`src/cdio_defines.svh`:
```
`ifndef CDIO_DEFINES_SVH
`define CDIO_DEFINES_SVH
// Register word offsets
`define CDIO_REG_CTRL 4'h0
`define CDIO_REG_DEBOUNCE 4'h1
`define CDIO_REG_TWIDTH 4'h2
`define CDIO_REG_STATUS 4'h3
// Control field positions
`define CDIO_CTRL_SRC_LSB 0
`define CDIO_CTRL_SRC_MSB 2
`define CDIO_CTRL_FLIP 4
`define CDIO_CTRL_SWLVL 5
`define CDIO_CTRL_PINSEL 8
// Control bits that software may set
`define CDIO_CTRL_WMASK 32'h0000_0137
// Status field positions
`define CDIO_STAT_RAW 0
`define CDIO_STAT_FILT 1
`define CDIO_STAT_OUT 2
`define CDIO_STAT_TIMER 3
`define CDIO_STAT_LMODE 4
// Reset values
`define CDIO_CTRL_RST 32'h0000_0000
`define CDIO_DEBOUNCE_RST 32'h0000_0064
`define CDIO_TWIDTH_RST 32'h0000_0001
// Timing: clock and timer width limits
`define CDIO_CLK_MHZ 100
`define CDIO_TWIDTH_MIN_US 1
`define CDIO_TWIDTH_MAX_US 60000000
// Reads to unmapped offsets
`define CDIO_UNMAPPED_RD 32'h0000_0000
`endif

```
`src/cdio_pkg.sv`:
```
package cdio_pkg;
  // Output source selection codes
  typedef enum logic [2:0] {
    CDIO_SRC_OFF = 3'h0,
    CDIO_SRC_HIGH = 3'h1,
    CDIO_SRC_FRAME = 3'h2,
    CDIO_SRC_LINE = 3'h3,
    CDIO_SRC_EXPO = 3'h4,
    CDIO_SRC_SW = 3'h5,
    CDIO_SRC_TIMER = 3'h6
  } cdio_src_t;
  // Camera timing signals
  typedef struct packed {
    logic frame_window_pulse;
    logic line_period_pulse;
    logic exposure_window_pulse;
  } cdio_timing_t;
  // Avalon request
  typedef struct packed {
    logic [3:0] address;
    logic read;
    logic write;
    logic [31:0] writedata;
  } cdio_av_req_t;
endpackage

```
`src/cdio_debounce.sv`:
```
`timescale 1ns/1ns
`default_nettype none
`include "cdio_defines.svh"
module cdio_debounce #(
  parameter int CW = 32
) (
  // Clock and reset
  input wire logic sys_clk_in,
  input wire logic srst_in,
  input wire logic ce_in,
  // Sampled input and setting
  input wire logic level_in,
  input wire logic [CW-1:0] interval_in,
  // Filtered result
  output logic filt_out
);
  logic [CW-1:0] stable_cnt; // Cycles the new level has held
  // Accept a new level only after it held for the interval
  always_ff @(posedge sys_clk_in) begin
    if (srst_in) begin
      stable_cnt <= '0;
      filt_out <= 1'b0;
    end else if (ce_in) begin
      if (level_in == filt_out) begin
        stable_cnt <= '0; // Short excursion discarded
      end else if (stable_cnt + 1'b1 >= interval_in) begin
        filt_out <= level_in; // Valid after interval
        stable_cnt <= '0;
      end else begin
        stable_cnt <= stable_cnt + 1'b1;
      end
    end
  end
  // Change only to the level sampled the cycle before
  property p_hold;
    @(posedge sys_clk_in) disable iff (srst_in)
      (ce_in && filt_out != $past(filt_out)) |-> $past(level_in) == filt_out;
  endproperty
  a_hold: assert property (p_hold) else $error("filter took unstable level");
endmodule // cdio_debounce
`default_nettype wire

```
`src/cdio_top.sv`:
```
// Local design decisions: the register offsets and the Avalon-MM register port.
`timescale 1ns/1ns
`default_nettype none
`include "cdio_defines.svh"
module cdio_top
  import cdio_pkg::*;
#(
  parameter int DBW = 32,
  parameter int TWW = 26,
  parameter int US_CYC = `CDIO_CLK_MHZ
) (
  // Clock, reset, enable
  input wire logic sys_clk_in,
  input wire logic srst_in,
  input wire logic ce_in,
  // Avalon-MM slave
  input wire logic [3:0] avs_address_in,
  input wire logic avs_read_in,
  input wire logic avs_write_in,
  input wire logic [31:0] avs_writedata_in,
  output logic [31:0] avs_readdata_out,
  output logic avs_waitrequest_out,
  // Camera timing
  input wire cdio_pkg::cdio_timing_t timing_in,
  input wire logic timer_start_in,
  // Pins
  input wire logic trigger_input_pin_in,
  output logic out_pin_out,
  output logic out_pin_oe_out,
  // Filtered trigger
  output logic trigger_filtered_out
);
  import cdio_pkg::*;

  localparam int WMAX_US = `CDIO_TWIDTH_MAX_US;
  localparam int WMIN_US = `CDIO_TWIDTH_MIN_US;

  logic [31:0] ctrl; // Control register
  logic [DBW-1:0] debounce; // Debounce interval in cycles
  logic [TWW-1:0] timer_pulse_width; // Timer width in us
  logic ack; // Answer phase flag
  logic [1:0] pin_sync; // Input synchroniser
  logic filt; // Debounced input
  logic [6:0] us_cnt; // Microsecond prescaler
  logic [TWW-1:0] tmr_cnt; // Remaining microseconds
  logic timer_pulse_output; // Timer pulse
  logic software_driven_output; // Software level signal
  logic sel_sig; // Selected source
  logic next_pin; // Next pin level
  logic io_pin_select; // Line index selector
  cdio_src_t output_source_select; // Source choice
  logic output_polarity_flip; // Inversion
  logic software_output_level; // Software level
  logic [31:0] status; // Read status word
  logic us_tick; // One microsecond tick
  logic [TWW-1:0] wreq; // Clamped width request
  logic [31:0] wd_clamp; // Width from bus

  // Field decode
  assign output_source_select = cdio_src_t'(ctrl[`CDIO_CTRL_SRC_MSB:`CDIO_CTRL_SRC_LSB]);
  assign output_polarity_flip = ctrl[`CDIO_CTRL_FLIP];
  assign software_output_level = ctrl[`CDIO_CTRL_SWLVL];
  assign io_pin_select = ctrl[`CDIO_CTRL_PINSEL];

  // Bus handshake: one wait cycle then ack
  assign avs_waitrequest_out = (avs_read_in | avs_write_in) & ~ack;

  // Ack flag high for one cycle after the first cycle of each request
  always_ff @(posedge sys_clk_in) begin
    if (srst_in) begin
      ack <= 1'b0;
    end else if (ce_in) begin
      ack <= (avs_read_in | avs_write_in) & ~ack;
    end
  end

  // Clamp width to allowed range
  always_comb begin
    wd_clamp = avs_writedata_in;
    if (wd_clamp < WMIN_US) begin
      wd_clamp = 32'(WMIN_US);
    end else if (wd_clamp > WMAX_US) begin
      wd_clamp = 32'(WMAX_US);
    end
    wreq = wd_clamp[TWW-1:0];
  end

  // Register writes on acked cycle
  always_ff @(posedge sys_clk_in) begin
    if (srst_in) begin
      ctrl <= `CDIO_CTRL_RST;
      debounce <= DBW'(`CDIO_DEBOUNCE_RST);
      timer_pulse_width <= TWW'(`CDIO_TWIDTH_RST);
    end else if (ce_in && avs_write_in && ack) begin
      case (avs_address_in)
        `CDIO_REG_CTRL: begin
          ctrl <= avs_writedata_in & `CDIO_CTRL_WMASK;
        end
        `CDIO_REG_DEBOUNCE: begin
          debounce <= avs_writedata_in[DBW-1:0];
        end
        `CDIO_REG_TWIDTH: begin
          timer_pulse_width <= wreq;
        end
        default: begin
          ctrl <= ctrl; // Unmapped write ignored
        end
      endcase
    end
  end

  // Status word
  always_comb begin
    status = 32'h0000_0000;
    status[`CDIO_STAT_RAW] = pin_sync[1];
    status[`CDIO_STAT_FILT] = filt;
    status[`CDIO_STAT_OUT] = out_pin_out;
    status[`CDIO_STAT_TIMER] = timer_pulse_output;
    status[`CDIO_STAT_LMODE] = io_pin_select;
  end

  // Read data register
  always_ff @(posedge sys_clk_in) begin
    if (srst_in) begin
      avs_readdata_out <= 32'h0000_0000;
    end else if (ce_in && avs_read_in && !ack) begin
      case (avs_address_in)
        `CDIO_REG_CTRL: avs_readdata_out <= ctrl;
        `CDIO_REG_DEBOUNCE: avs_readdata_out <= 32'(debounce);
        `CDIO_REG_TWIDTH: avs_readdata_out <= 32'(timer_pulse_width);
        `CDIO_REG_STATUS: avs_readdata_out <= status;
        default: avs_readdata_out <= `CDIO_UNMAPPED_RD;
      endcase
    end
  end

  // Pin synchroniser
  always_ff @(posedge sys_clk_in) begin
    if (srst_in) begin
      pin_sync <= 2'b00;
    end else if (ce_in) begin
      pin_sync <= {pin_sync[0], trigger_input_pin_in};
    end
  end

  // Glitch filter
  cdio_debounce #(.CW(DBW)) u_deb (
    .sys_clk_in(sys_clk_in),
    .srst_in(srst_in),
    .ce_in(ce_in),
    .level_in(pin_sync[1]),
    .interval_in(debounce),
    .filt_out(filt)
  );

  // Filtered level to trigger logic
  assign trigger_filtered_out = filt;

  // Microsecond prescaler
  assign us_tick = (us_cnt == 7'(US_CYC - 1));
  always_ff @(posedge sys_clk_in) begin
    if (srst_in) begin
      us_cnt <= 7'h00;
    end else if (ce_in) begin
      if (timer_start_in && !timer_pulse_output) begin
        us_cnt <= 7'h00; // Restart so the pulse spans whole microseconds
      end else begin
        us_cnt <= us_tick ? 7'h00 : us_cnt + 7'h01;
      end
    end
  end

  // Timer pulse of programmed width, started whenever start is high and no pulse runs
  always_ff @(posedge sys_clk_in) begin
    if (srst_in) begin
      tmr_cnt <= '0;
      timer_pulse_output <= 1'b0;
    end else if (ce_in) begin
      if (timer_start_in && !timer_pulse_output) begin
        tmr_cnt <= timer_pulse_width;
        timer_pulse_output <= 1'b1;
      end else if (timer_pulse_output && us_tick) begin
        if (tmr_cnt <= TWW'(1)) begin
          timer_pulse_output <= 1'b0;
          tmr_cnt <= '0;
        end else begin
          tmr_cnt <= tmr_cnt - 1'b1;
        end
      end
    end
  end

  // Software level signal
  assign software_driven_output = software_output_level;

  // Source multiplexer
  always_comb begin
    case (output_source_select)
      CDIO_SRC_OFF: sel_sig = 1'b0;
      CDIO_SRC_HIGH: sel_sig = 1'b1;
      CDIO_SRC_FRAME: sel_sig = timing_in.frame_window_pulse;
      CDIO_SRC_LINE: sel_sig = timing_in.line_period_pulse;
      CDIO_SRC_EXPO: sel_sig = timing_in.exposure_window_pulse;
      CDIO_SRC_SW: sel_sig = software_driven_output;
      CDIO_SRC_TIMER: sel_sig = timer_pulse_output;
      default: sel_sig = 1'b0;
    endcase
    next_pin = sel_sig ^ output_polarity_flip;
  end

  // Output line register, line one driven unless the source is off
  always_ff @(posedge sys_clk_in) begin
    if (srst_in) begin
      out_pin_out <= 1'b0;
      out_pin_oe_out <= 1'b0;
    end else if (ce_in) begin
      out_pin_out <= (output_source_select == CDIO_SRC_OFF) ? 1'b0 : next_pin;
      out_pin_oe_out <= (output_source_select != CDIO_SRC_OFF);
    end
  end

  // Off means no drive
  property p_off;
    @(posedge sys_clk_in) disable iff (srst_in)
      (ce_in && output_source_select == CDIO_SRC_OFF) |=> !out_pin_oe_out && !out_pin_out;
  endproperty
  a_off: assert property (p_off) else $error("off source drove pin");

  // Software level with flip
  property p_sw;
    @(posedge sys_clk_in) disable iff (srst_in)
      (ce_in && output_source_select == CDIO_SRC_SW)
        |=> out_pin_out == ($past(software_output_level) ^ $past(output_polarity_flip));
  endproperty
  a_sw: assert property (p_sw) else $error("software level wrong");

  // Exposure follows with flip
  property p_expo;
    @(posedge sys_clk_in) disable iff (srst_in)
      (ce_in && output_source_select == CDIO_SRC_EXPO)
        |=> out_pin_out == ($past(timing_in.exposure_window_pulse) ^ $past(output_polarity_flip));
  endproperty
  a_expo: assert property (p_expo) else $error("exposure not on pin");

  // Width stays in range
  property p_width;
    @(posedge sys_clk_in) disable iff (srst_in)
      timer_pulse_width >= TWW'(WMIN_US) && timer_pulse_width <= TWW'(WMAX_US);
  endproperty
  a_width: assert property (p_width) else $error("timer width out of range");

  // Trigger only takes the level the filter accepted
  property p_trig;
    @(posedge sys_clk_in) disable iff (srst_in)
      (trigger_filtered_out != $past(trigger_filtered_out))
        |-> $past(pin_sync[1]) == trigger_filtered_out;
  endproperty
  a_trig: assert property (p_trig) else $error("trigger not filtered");

  // Line one drives whenever a source is chosen
  property p_oe;
    @(posedge sys_clk_in) disable iff (srst_in)
      (ce_in && output_source_select != CDIO_SRC_OFF) |=> out_pin_oe_out;
  endproperty
  a_oe: assert property (p_oe) else $error("output line not driven");

  // High source holds the line, flip applied
  property p_high;
    @(posedge sys_clk_in) disable iff (srst_in)
      (ce_in && output_source_select == CDIO_SRC_HIGH)
        |=> out_pin_out == !$past(output_polarity_flip);
  endproperty
  a_high: assert property (p_high) else $error("high source not held");

  // Frame window follows with flip
  property p_frame;
    @(posedge sys_clk_in) disable iff (srst_in)
      (ce_in && output_source_select == CDIO_SRC_FRAME)
        |=> out_pin_out == ($past(timing_in.frame_window_pulse) ^ $past(output_polarity_flip));
  endproperty
  a_frame: assert property (p_frame) else $error("frame window not on pin");

  // Line period follows with flip
  property p_line;
    @(posedge sys_clk_in) disable iff (srst_in)
      (ce_in && output_source_select == CDIO_SRC_LINE)
        |=> out_pin_out == ($past(timing_in.line_period_pulse) ^ $past(output_polarity_flip));
  endproperty
  a_line: assert property (p_line) else $error("line period not on pin");

  // Software source without flip shows the level
  property p_swsrc;
    @(posedge sys_clk_in) disable iff (srst_in)
      (ce_in && output_source_select == CDIO_SRC_SW && !output_polarity_flip)
        |=> out_pin_out == $past(software_output_level);
  endproperty
  a_swsrc: assert property (p_swsrc) else $error("software source not on pin");

  // Timer pulse follows with flip
  property p_tsrc;
    @(posedge sys_clk_in) disable iff (srst_in)
      (ce_in && output_source_select == CDIO_SRC_TIMER)
        |=> out_pin_out == ($past(timer_pulse_output) ^ $past(output_polarity_flip));
  endproperty
  a_tsrc: assert property (p_tsrc) else $error("timer pulse not on pin");

  // Flip inverts any driven source
  property p_flip;
    @(posedge sys_clk_in) disable iff (srst_in)
      (ce_in && output_source_select != CDIO_SRC_OFF && output_polarity_flip)
        |=> out_pin_out == !$past(sel_sig);
  endproperty
  a_flip: assert property (p_flip) else $error("flip not applied");

  // Start loads the width and realigns the prescaler
  property p_tstart;
    @(posedge sys_clk_in) disable iff (srst_in)
      (ce_in && timer_start_in && !timer_pulse_output)
        |=> timer_pulse_output && tmr_cnt == $past(timer_pulse_width) && us_cnt == 7'h00;
  endproperty
  a_tstart: assert property (p_tstart) else $error("timer start not taken");

  // Pulse never ends between microsecond ticks
  property p_tmr_hold;
    @(posedge sys_clk_in) disable iff (srst_in)
      (ce_in && timer_pulse_output && !us_tick) |=> timer_pulse_output;
  endproperty
  a_tmr_hold: assert property (p_tmr_hold) else $error("timer pulse cut short");

  // Pulse ends on the tick of its last microsecond
  property p_tmr_end;
    @(posedge sys_clk_in) disable iff (srst_in)
      (ce_in && timer_pulse_output && us_tick && tmr_cnt <= TWW'(1))
        |=> !timer_pulse_output;
  endproperty
  a_tmr_end: assert property (p_tmr_end) else $error("timer pulse too long");
endmodule // cdio_top
`default_nettype wire

```
`config.mk`:
```
export PLATFORM = sky130hd
export DESIGN_NAME = cdio_top
export DESIGN_NICKNAME = d
export VERILOG_FILES = /design/src/cdio_pkg.sv /design/src/cdio_debounce.sv /design/src/cdio_top.sv
export VERILOG_INCLUDE_DIRS = /design/src /design/src/src
export SDC_FILE = /design/constraint.sdc
export NUM_CORES = 1
export LEC_CHECK = 0
export BUFFER_PORTS_ARGS = -buffer_cell sky130_fd_sc_hd__buf_2
export CAP_MARGIN = 20
export CORE_MARGIN = 2
export CORE_UTILIZATION = 45
export CTS_CLUSTER_DIAMETER = 80
export CTS_CLUSTER_SIZE = 10
export DETAILED_ROUTE_END_ITERATION = 7
export SYNTH_ARGS = -nofsm -noshare
export SYNTH_HDL_FRONTEND = slang
export SYNTH_SLANG_ARGS = --single-unit
```
`constraint.sdc`:
```
create_clock -name sys_clk_in -period 5.55 [get_ports sys_clk_in]
set_clock_uncertainty 0.05 [all_clocks]
set_input_delay 0.2775 -clock sys_clk_in [delete_from_list [all_inputs] [get_ports sys_clk_in]]
set_output_delay 0.2775 -clock sys_clk_in [all_outputs]
set_load 0.1 [all_outputs]
```
Word-level counts from Yosys, hierarchy flattened

Cells that the tools add are included.
W data, S select, Z words.

Register bits after elaboration: 168
Output and inout port bits: 36
Logic and storage cells: 70

Add/subtract/negate cells: 3
Magnitude comparators: 4
Eq/ne operators: 11
Muxes and demuxes: 15
Bitwise gates (word level): 5
Reduce and logical (&&, ||, !) cells: 19

Operators by type and width:

| cell                    | count |
|---|---|
| $mux W26                | 5 |
| $pmux W32 S4            | 1 |
| $mux W32                | 2 |
| $add A32 B1 Y32 const B | 1 |
| $ge A32 B32 Y1          | 1 |
| $gt A32 B26 Y1 const B  | 1 |
| $lt A32 B1 Y1 const B   | 1 |
| $le A26 B1 Y1 const B   | 1 |
| $sub A26 B1 Y26 const B | 1 |
| $mux W7                 | 2 |
| $eq A3 B3 Y1 const B    | 3 |
| $eq A4 B2 Y1 const B    | 2 |
| $reduce_and A2 Y1       | 4 |
| $add A7 B1 Y7 const B   | 1 |
| $eq A7 B7 Y1 const B    | 1 |
| $eq A3 B2 Y1 const B    | 2 |
| $logic_and A1 B1 Y1     | 6 |
| $pmux W1 S6             | 1 |
| $reduce_and A3 Y1       | 2 |
| $eq A4 B1 Y1 const B    | 1 |
| $logic_not A4 Y1        | 1 |
| $mux W1                 | 4 |
| $reduce_bool A2 Y1      | 2 |
| $eq A3 B1 Y1 const B    | 1 |
| 8 further kinds         | 10 |

Depth between registers and ports, before layout

Word-level depth: 4
Mapped depth: 17
Gate-level depth less buffers: 14

Cells and area by module

Synthesis repeated with hierarchy kept, for this count alone.

Cell total of the unflattened synthesis: 1049
Area total of the unflattened synthesis: 8747.1 um2

By module, submodules not included:

| module        | times used | cells each | area each (um2) | sequential area each (um2) |
|---|---|---|---|---|
| cdio_top      | 1          | 743        | 6242.2          | 2702.6 |
| cdio_debounce | 1          | 306        | 2504.9          | 660.6 |

Worst setup path after synthesis

No wires, ideal clock.

Path kind: register to register
Start point: register u_deb.stable_cnt[5]
End point: register u_deb.stable_cnt[10]
Setup time: 0.070 ns
Arrival time: 4.017 ns
Data required time: 5.430 ns
Path slack: 1.413 ns
Stages on the path, launching flop included: 18
Cell sequence: dfxtp_1 > buf_2 > nand4_1 > or2_2 > nor3_2 > nand4_1 > or3_1 > xnor2_1 > ha_1 > a21oi_1 > o21ai_0 > a2111oi_0 > a21oi_1 > nor4_1 > buf_2 > buf_2 > nand3_1 > a21oi_1

Longest elaborated chain between the ends: 4

RTL lines:

| what                   | RTL line                                 | text |
|---|---|---|
| start, declared        | cdio_debounce.sv:17                      | `logic [CW-1:0] stable_cnt;` |
| start signal, assigned | cdio_debounce.sv:30                      | `stable_cnt <= stable_cnt + 1'b1;` |
| $add A32 B1 Y32 (*)    | cdio_debounce.sv:26, cdio_debounce.sv:30 |  |
| $ge A32 B32 Y1         | cdio_debounce.sv:26                      | `end else if (stable_cnt + 1'b1 >= interval_in) begin` |
| $mux W32 (*)           | cdio_debounce.sv:26                      |  |
| $mux W32 (*)           | cdio_debounce.sv:24                      | `if (level_in == filt_out) begin` |

Every way passes the cells marked *; elsewhere a longest branch is shown, timed or not.
A chain may end at the register's enable or synchronous reset.

Worst setup path after layout

Start point: register u_deb.stable_cnt[5]
End point: register u_deb.stable_cnt[12]

The elaborated chain is that of the path after synthesis.

==> results.py <==
metrics = {
    "setup_path": {
        "crit_slowest_cell": "dfxtp_1",
        "worst-path-max-fanout": 15,
        "reg2reg_depth": 15,
        "cp.arrival_ns": 4.87,
        "cp_cell_sequence": "nand4_1 -> or2_2 -> nor3_2 -> nand4_1 -> or3_1 -> xnor2_1 -> ha_1 -> a21oi_1 -> o21ai_0 -> a2111oi_0 -> a21oi_1 -> nor4_2 -> buf_4 -> nand4b_1 -> a31oi_1",
        "crit_type": "flip-flop to flip-flop",
        "rr_startpoint": "u_deb.stable_cnt[5]",
        "r2r_end": "u_deb.stable_cnt[12]",
        "r2r_slack_ns": 0.99,
        "slowest_delay_ns": 0.47,
        "worstSetupStartpointType": "flip-flop",
        "endpoint_kind": "flip-flop",
        "worst_ep_required_time_ns": 5.86,
    },
    "pwr": {
        "p_seq_share_pct": 38.6,
        "pwr-share-comb_pct": 24.4,
        "intPower_mw": 2.23,
        "peakVddDrop_v": 0.000227,
        "power.switching_mw": 1.13,
        "swShare_pct": 33.6,
        "p_per_area_nw_per_um2": 345,
        "p_leak_nw": 3.72,
        "pwr-share-clk_pct": 37.1,
    },
    "timing": {
        "setup_viol": 0,
        "finalSetupTns_ns": 0,
        "rsz0062_at_grt": "false",
        "hold_violations": 0,
        "tightestPinTransition_ns": 1.04,
        "fin_crit_ns": 4.56,
        "drv_slew": 0,
        "fmax_mhz": 219,
        "fin_crit_sh_pct": 82.2,
        "slew_headroom_pct": 30.3,
    },
    "clock_network": {
        "clk_latency_ns": 0.44,
        "cts_hold_buf": 0,
        "cts_root_buf": "clkbuf_16",
        "cts-buffers-inserted": 17,
        "clk_path_buf_depth": 2,
        "cts-htree-levels": 4,
        "ctsResizeCount": 0,
        "tritoncts": "built",
        "clk_pin_slew_worst_paths_ns": 0.07,
        "cts_sinks": 168,
        "post_cts_buffers": 0,
    },
    "route": {
        "viasPerCell": 5.78,
        "drt-initial-drc-count": 598,
        "dr.pass1.iters": 6,
        "ant_nets": 0,
        "wl_per_cell_um": 17.6,
        "dr_total_vias": 7855,
        "drc": 0,
        "routed_wl_um": 23900,
    },
    "synth": {
        "synthDistinctLibCells": 55,
        "yosys_register_bits": 168,
        "synth_warnings": 0,
        "postSynth.asyncResetShare_pct": 0,
        "ys_top_cells_by_count": "168 x dfxtp_1, 129 x nand2_1, 129 x nor2_1, 76 x a21oi_1, 59 x clkbuf_1",
        "yosysTopAreaCell": "dfxtp_1",
        "synthMostInstantiatedCell": "dfxtp_1",
        "ys_seq_area_share_pct": 39.4,
        "yosysTopAreaCellShare_pct": 39.4,
        "synth_edf_count": 0,
        "syn_inst": 1065,
        "synth_ff_type": "dfxtp_1",
        "synth.cell_area_um2": 8550,
        "synth.area.top_cells": "dfxtp_1 39%, nand2_1 5.7%, nor2_1 5.7%",
        "syn_avg_cell_area_um2": 8.02,
        "syn_nets": 1147,
    },
    "die": {
        "die_h_um": 142,
        "rows": 50,
        "initial_utilization_pct": 45.8,
        "io_pins": 82,
        "core_um2": 18600,
        "dieArea_um2": 20100,
        "die_w_um": 142,
    },
    "worst_hold_path": {
        "hold_depth": 3,
        "hp-start": "trigger_input_pin_in",
        "hold_end": "pin_sync[0]",
        "hp-class": "primary input to flip-flop",
    },
    "finish": {
        "stdcell_count": 1360,
        "syn_to_final_growth_pct": 13.7,
        "antenna-diode-count": 0,
        "finalNetCount": 1195,
        "fillCellCount": 1837,
        "drive_gt1_share_pct": 12.5,
    },
    "outcome": {
        "status": "finished, final reports clean",
    },
    "placed_design": {
        "place.port_buffers": 81,
        "place_congestion": 0.862,
        "placed_cells": 1327,
        "hpwl_um": 16900,
    },
    "global_route": {
        "grt_max_degree": 56,
        "overflow": 0,
        "antenna_found_initial": 0,
        "grt_use_total_pct": 24.1,
        "grt_pass1_wl_um": 38200,
        "grt_pass1_vias": 7262,
    },
    "flow_run": {
        "cap_violations": 0,
    },
}
layer usage:
| metal | vias to the layer above | wire, um | part of all wire [%] | track usage [%] |
|---|---|---|---|---|
| met5 | - | 0 | 0 | 0 |
| met4 | 0 | 577 | 2.4 | 8.37 |
| met3 | 34 | 1350 | 5.6 | 3.95 |
| met2 | 237 | 10400 | 44 | 37.2 |
| met1 | 3695 | 11500 | 48 | 34.1 |
| li1 | 3889 | - | - | - |
final cells by class:
cell class | instances | area [um^2] | share of cell area (%)
Timing Repair Buffer | 96 | 520 | 5.36
Tap cell | 234 | 293 | 3.01
Multi-Input combinational cell | 783 | 4760 | 49.0
Sequential cell | 168 | 3360 | 34.6
Clock inverter | 13 | 168 | 1.73
Inverter | 47 | 176 | 1.82
Clock buffer | 19 | 433 | 4.45
worst max-delay path, delay by kind of cell (launching register included):
kind / cells / cell delay, ns
XOR/XNOR: 1 / 0.19
buffers and inverters: 1 / 0.28
flip-flops: 1 / 0.47
AND/OR/NAND/NOR: 7 / 2.20
adder cells (fa/ha/maj): 1 / 0.29
AO/OA/AOI/OAI: 5 / 1.02
power by group through the flow:
stage	Sequential [mW]	Combinational (mW)	Clock, mW
CTS	1.29	0.808	1.26
floorplan	1.38	0.560	0
detailed placement	1.32	0.802	0
global placement	1.32	0.804	0
finish	1.29	0.817	1.24
global route	1.30	0.908	1.30
cell families after synthesis:
kind of cell / share of synthesized area (%)
compound gates: 19.4
mux: 2.81
xor+xnor: 4.10
flops: 39.4
fa+ha+maj: 5.27
simple gates: 24.0
buf+inv: 5.10
layout by cell type (no fill, tap or decap), drive strengths merged, types with 4 or more instances in the layout:
| master | n |
|---|---|
| or3 | 6 |
| nand2 | 129 |
| nand3 | 36 |
| a21oi | 76 |
| a32o | 12 |
| a22o | 17 |
| and3 | 4 |
| nand2b | 25 |
| a211oi | 8 |
| inv | 51 |
| dfxtp | 168 |
| a31oi | 7 |
| nand3b | 7 |
| nor3b | 4 |
| a22oi | 27 |
| ha | 36 |
| mux2i | 15 |
| nand4 | 18 |
| xor2 | 13 |
| and2 | 4 |
| xnor2 | 27 |
| nor4 | 18 |
| mux4 | 4 |
| o31ai | 4 |
| clkbuf | 19 |
| o41ai | 6 |
| clkinv | 4 |
| nor2b | 5 |
| a221oi | 19 |
| buf | 96 |
| nor3 | 43 |
| o21ai | 55 |
| nor2 | 129 |
through the flow:
| step | power (mW) | util (%) | hold WS (ns) | instance area (um^2) | setup slack (ns) |
|---|---|---|---|---|---|
| 6_report | 3.36 | 52.1 | 0.0280 | 9720 | 0.988 |
| 3_3_place_gp | 2.13 | 48.9 | 0.399 | 9110 | 1.05 |
| 2_1_floorplan | 1.94 | - | 0.349 | 8550 | 1.41 |
| 4_1_cts | 3.36 | 52.1 | 0.0153 | 9710 | 0.920 |
| 5_1_grt | 3.51 | 52.1 | 0.0367 | 9720 | 0.424 |
| 3_5_place_dp | 2.12 | 48.9 | 0.409 | 9110 | 0.935 |
sequential cells by signal, summed over array words and instances, names as in the netlist, 2 cells and up:
name,cells
avs_readdata_out,32
ctrl,6
debounce,32
pin_sync,2
timer_pulse_width,26
tmr_cnt,26
u_deb.stable_cnt,32
us_cnt,7
worst max-delay path by stage:
stage | startpoint | endpoint | cells after the start
3_3_place_gp | u_deb.stable_cnt[5] | u_deb.stable_cnt[5] | 15
4_1_cts | u_deb.stable_cnt[5] | u_deb.stable_cnt[12] | 15
5_1_grt | u_deb.stable_cnt[2] | u_deb.stable_cnt[12] | 15
2_1_floorplan | u_deb.stable_cnt[5] | u_deb.stable_cnt[10] | 17
3_5_place_dp | u_deb.stable_cnt[5] | u_deb.stable_cnt[12] | 15
6_report | u_deb.stable_cnt[5] | u_deb.stable_cnt[12] | 15
Note: power is estimated with default switching activity, not from simulation.
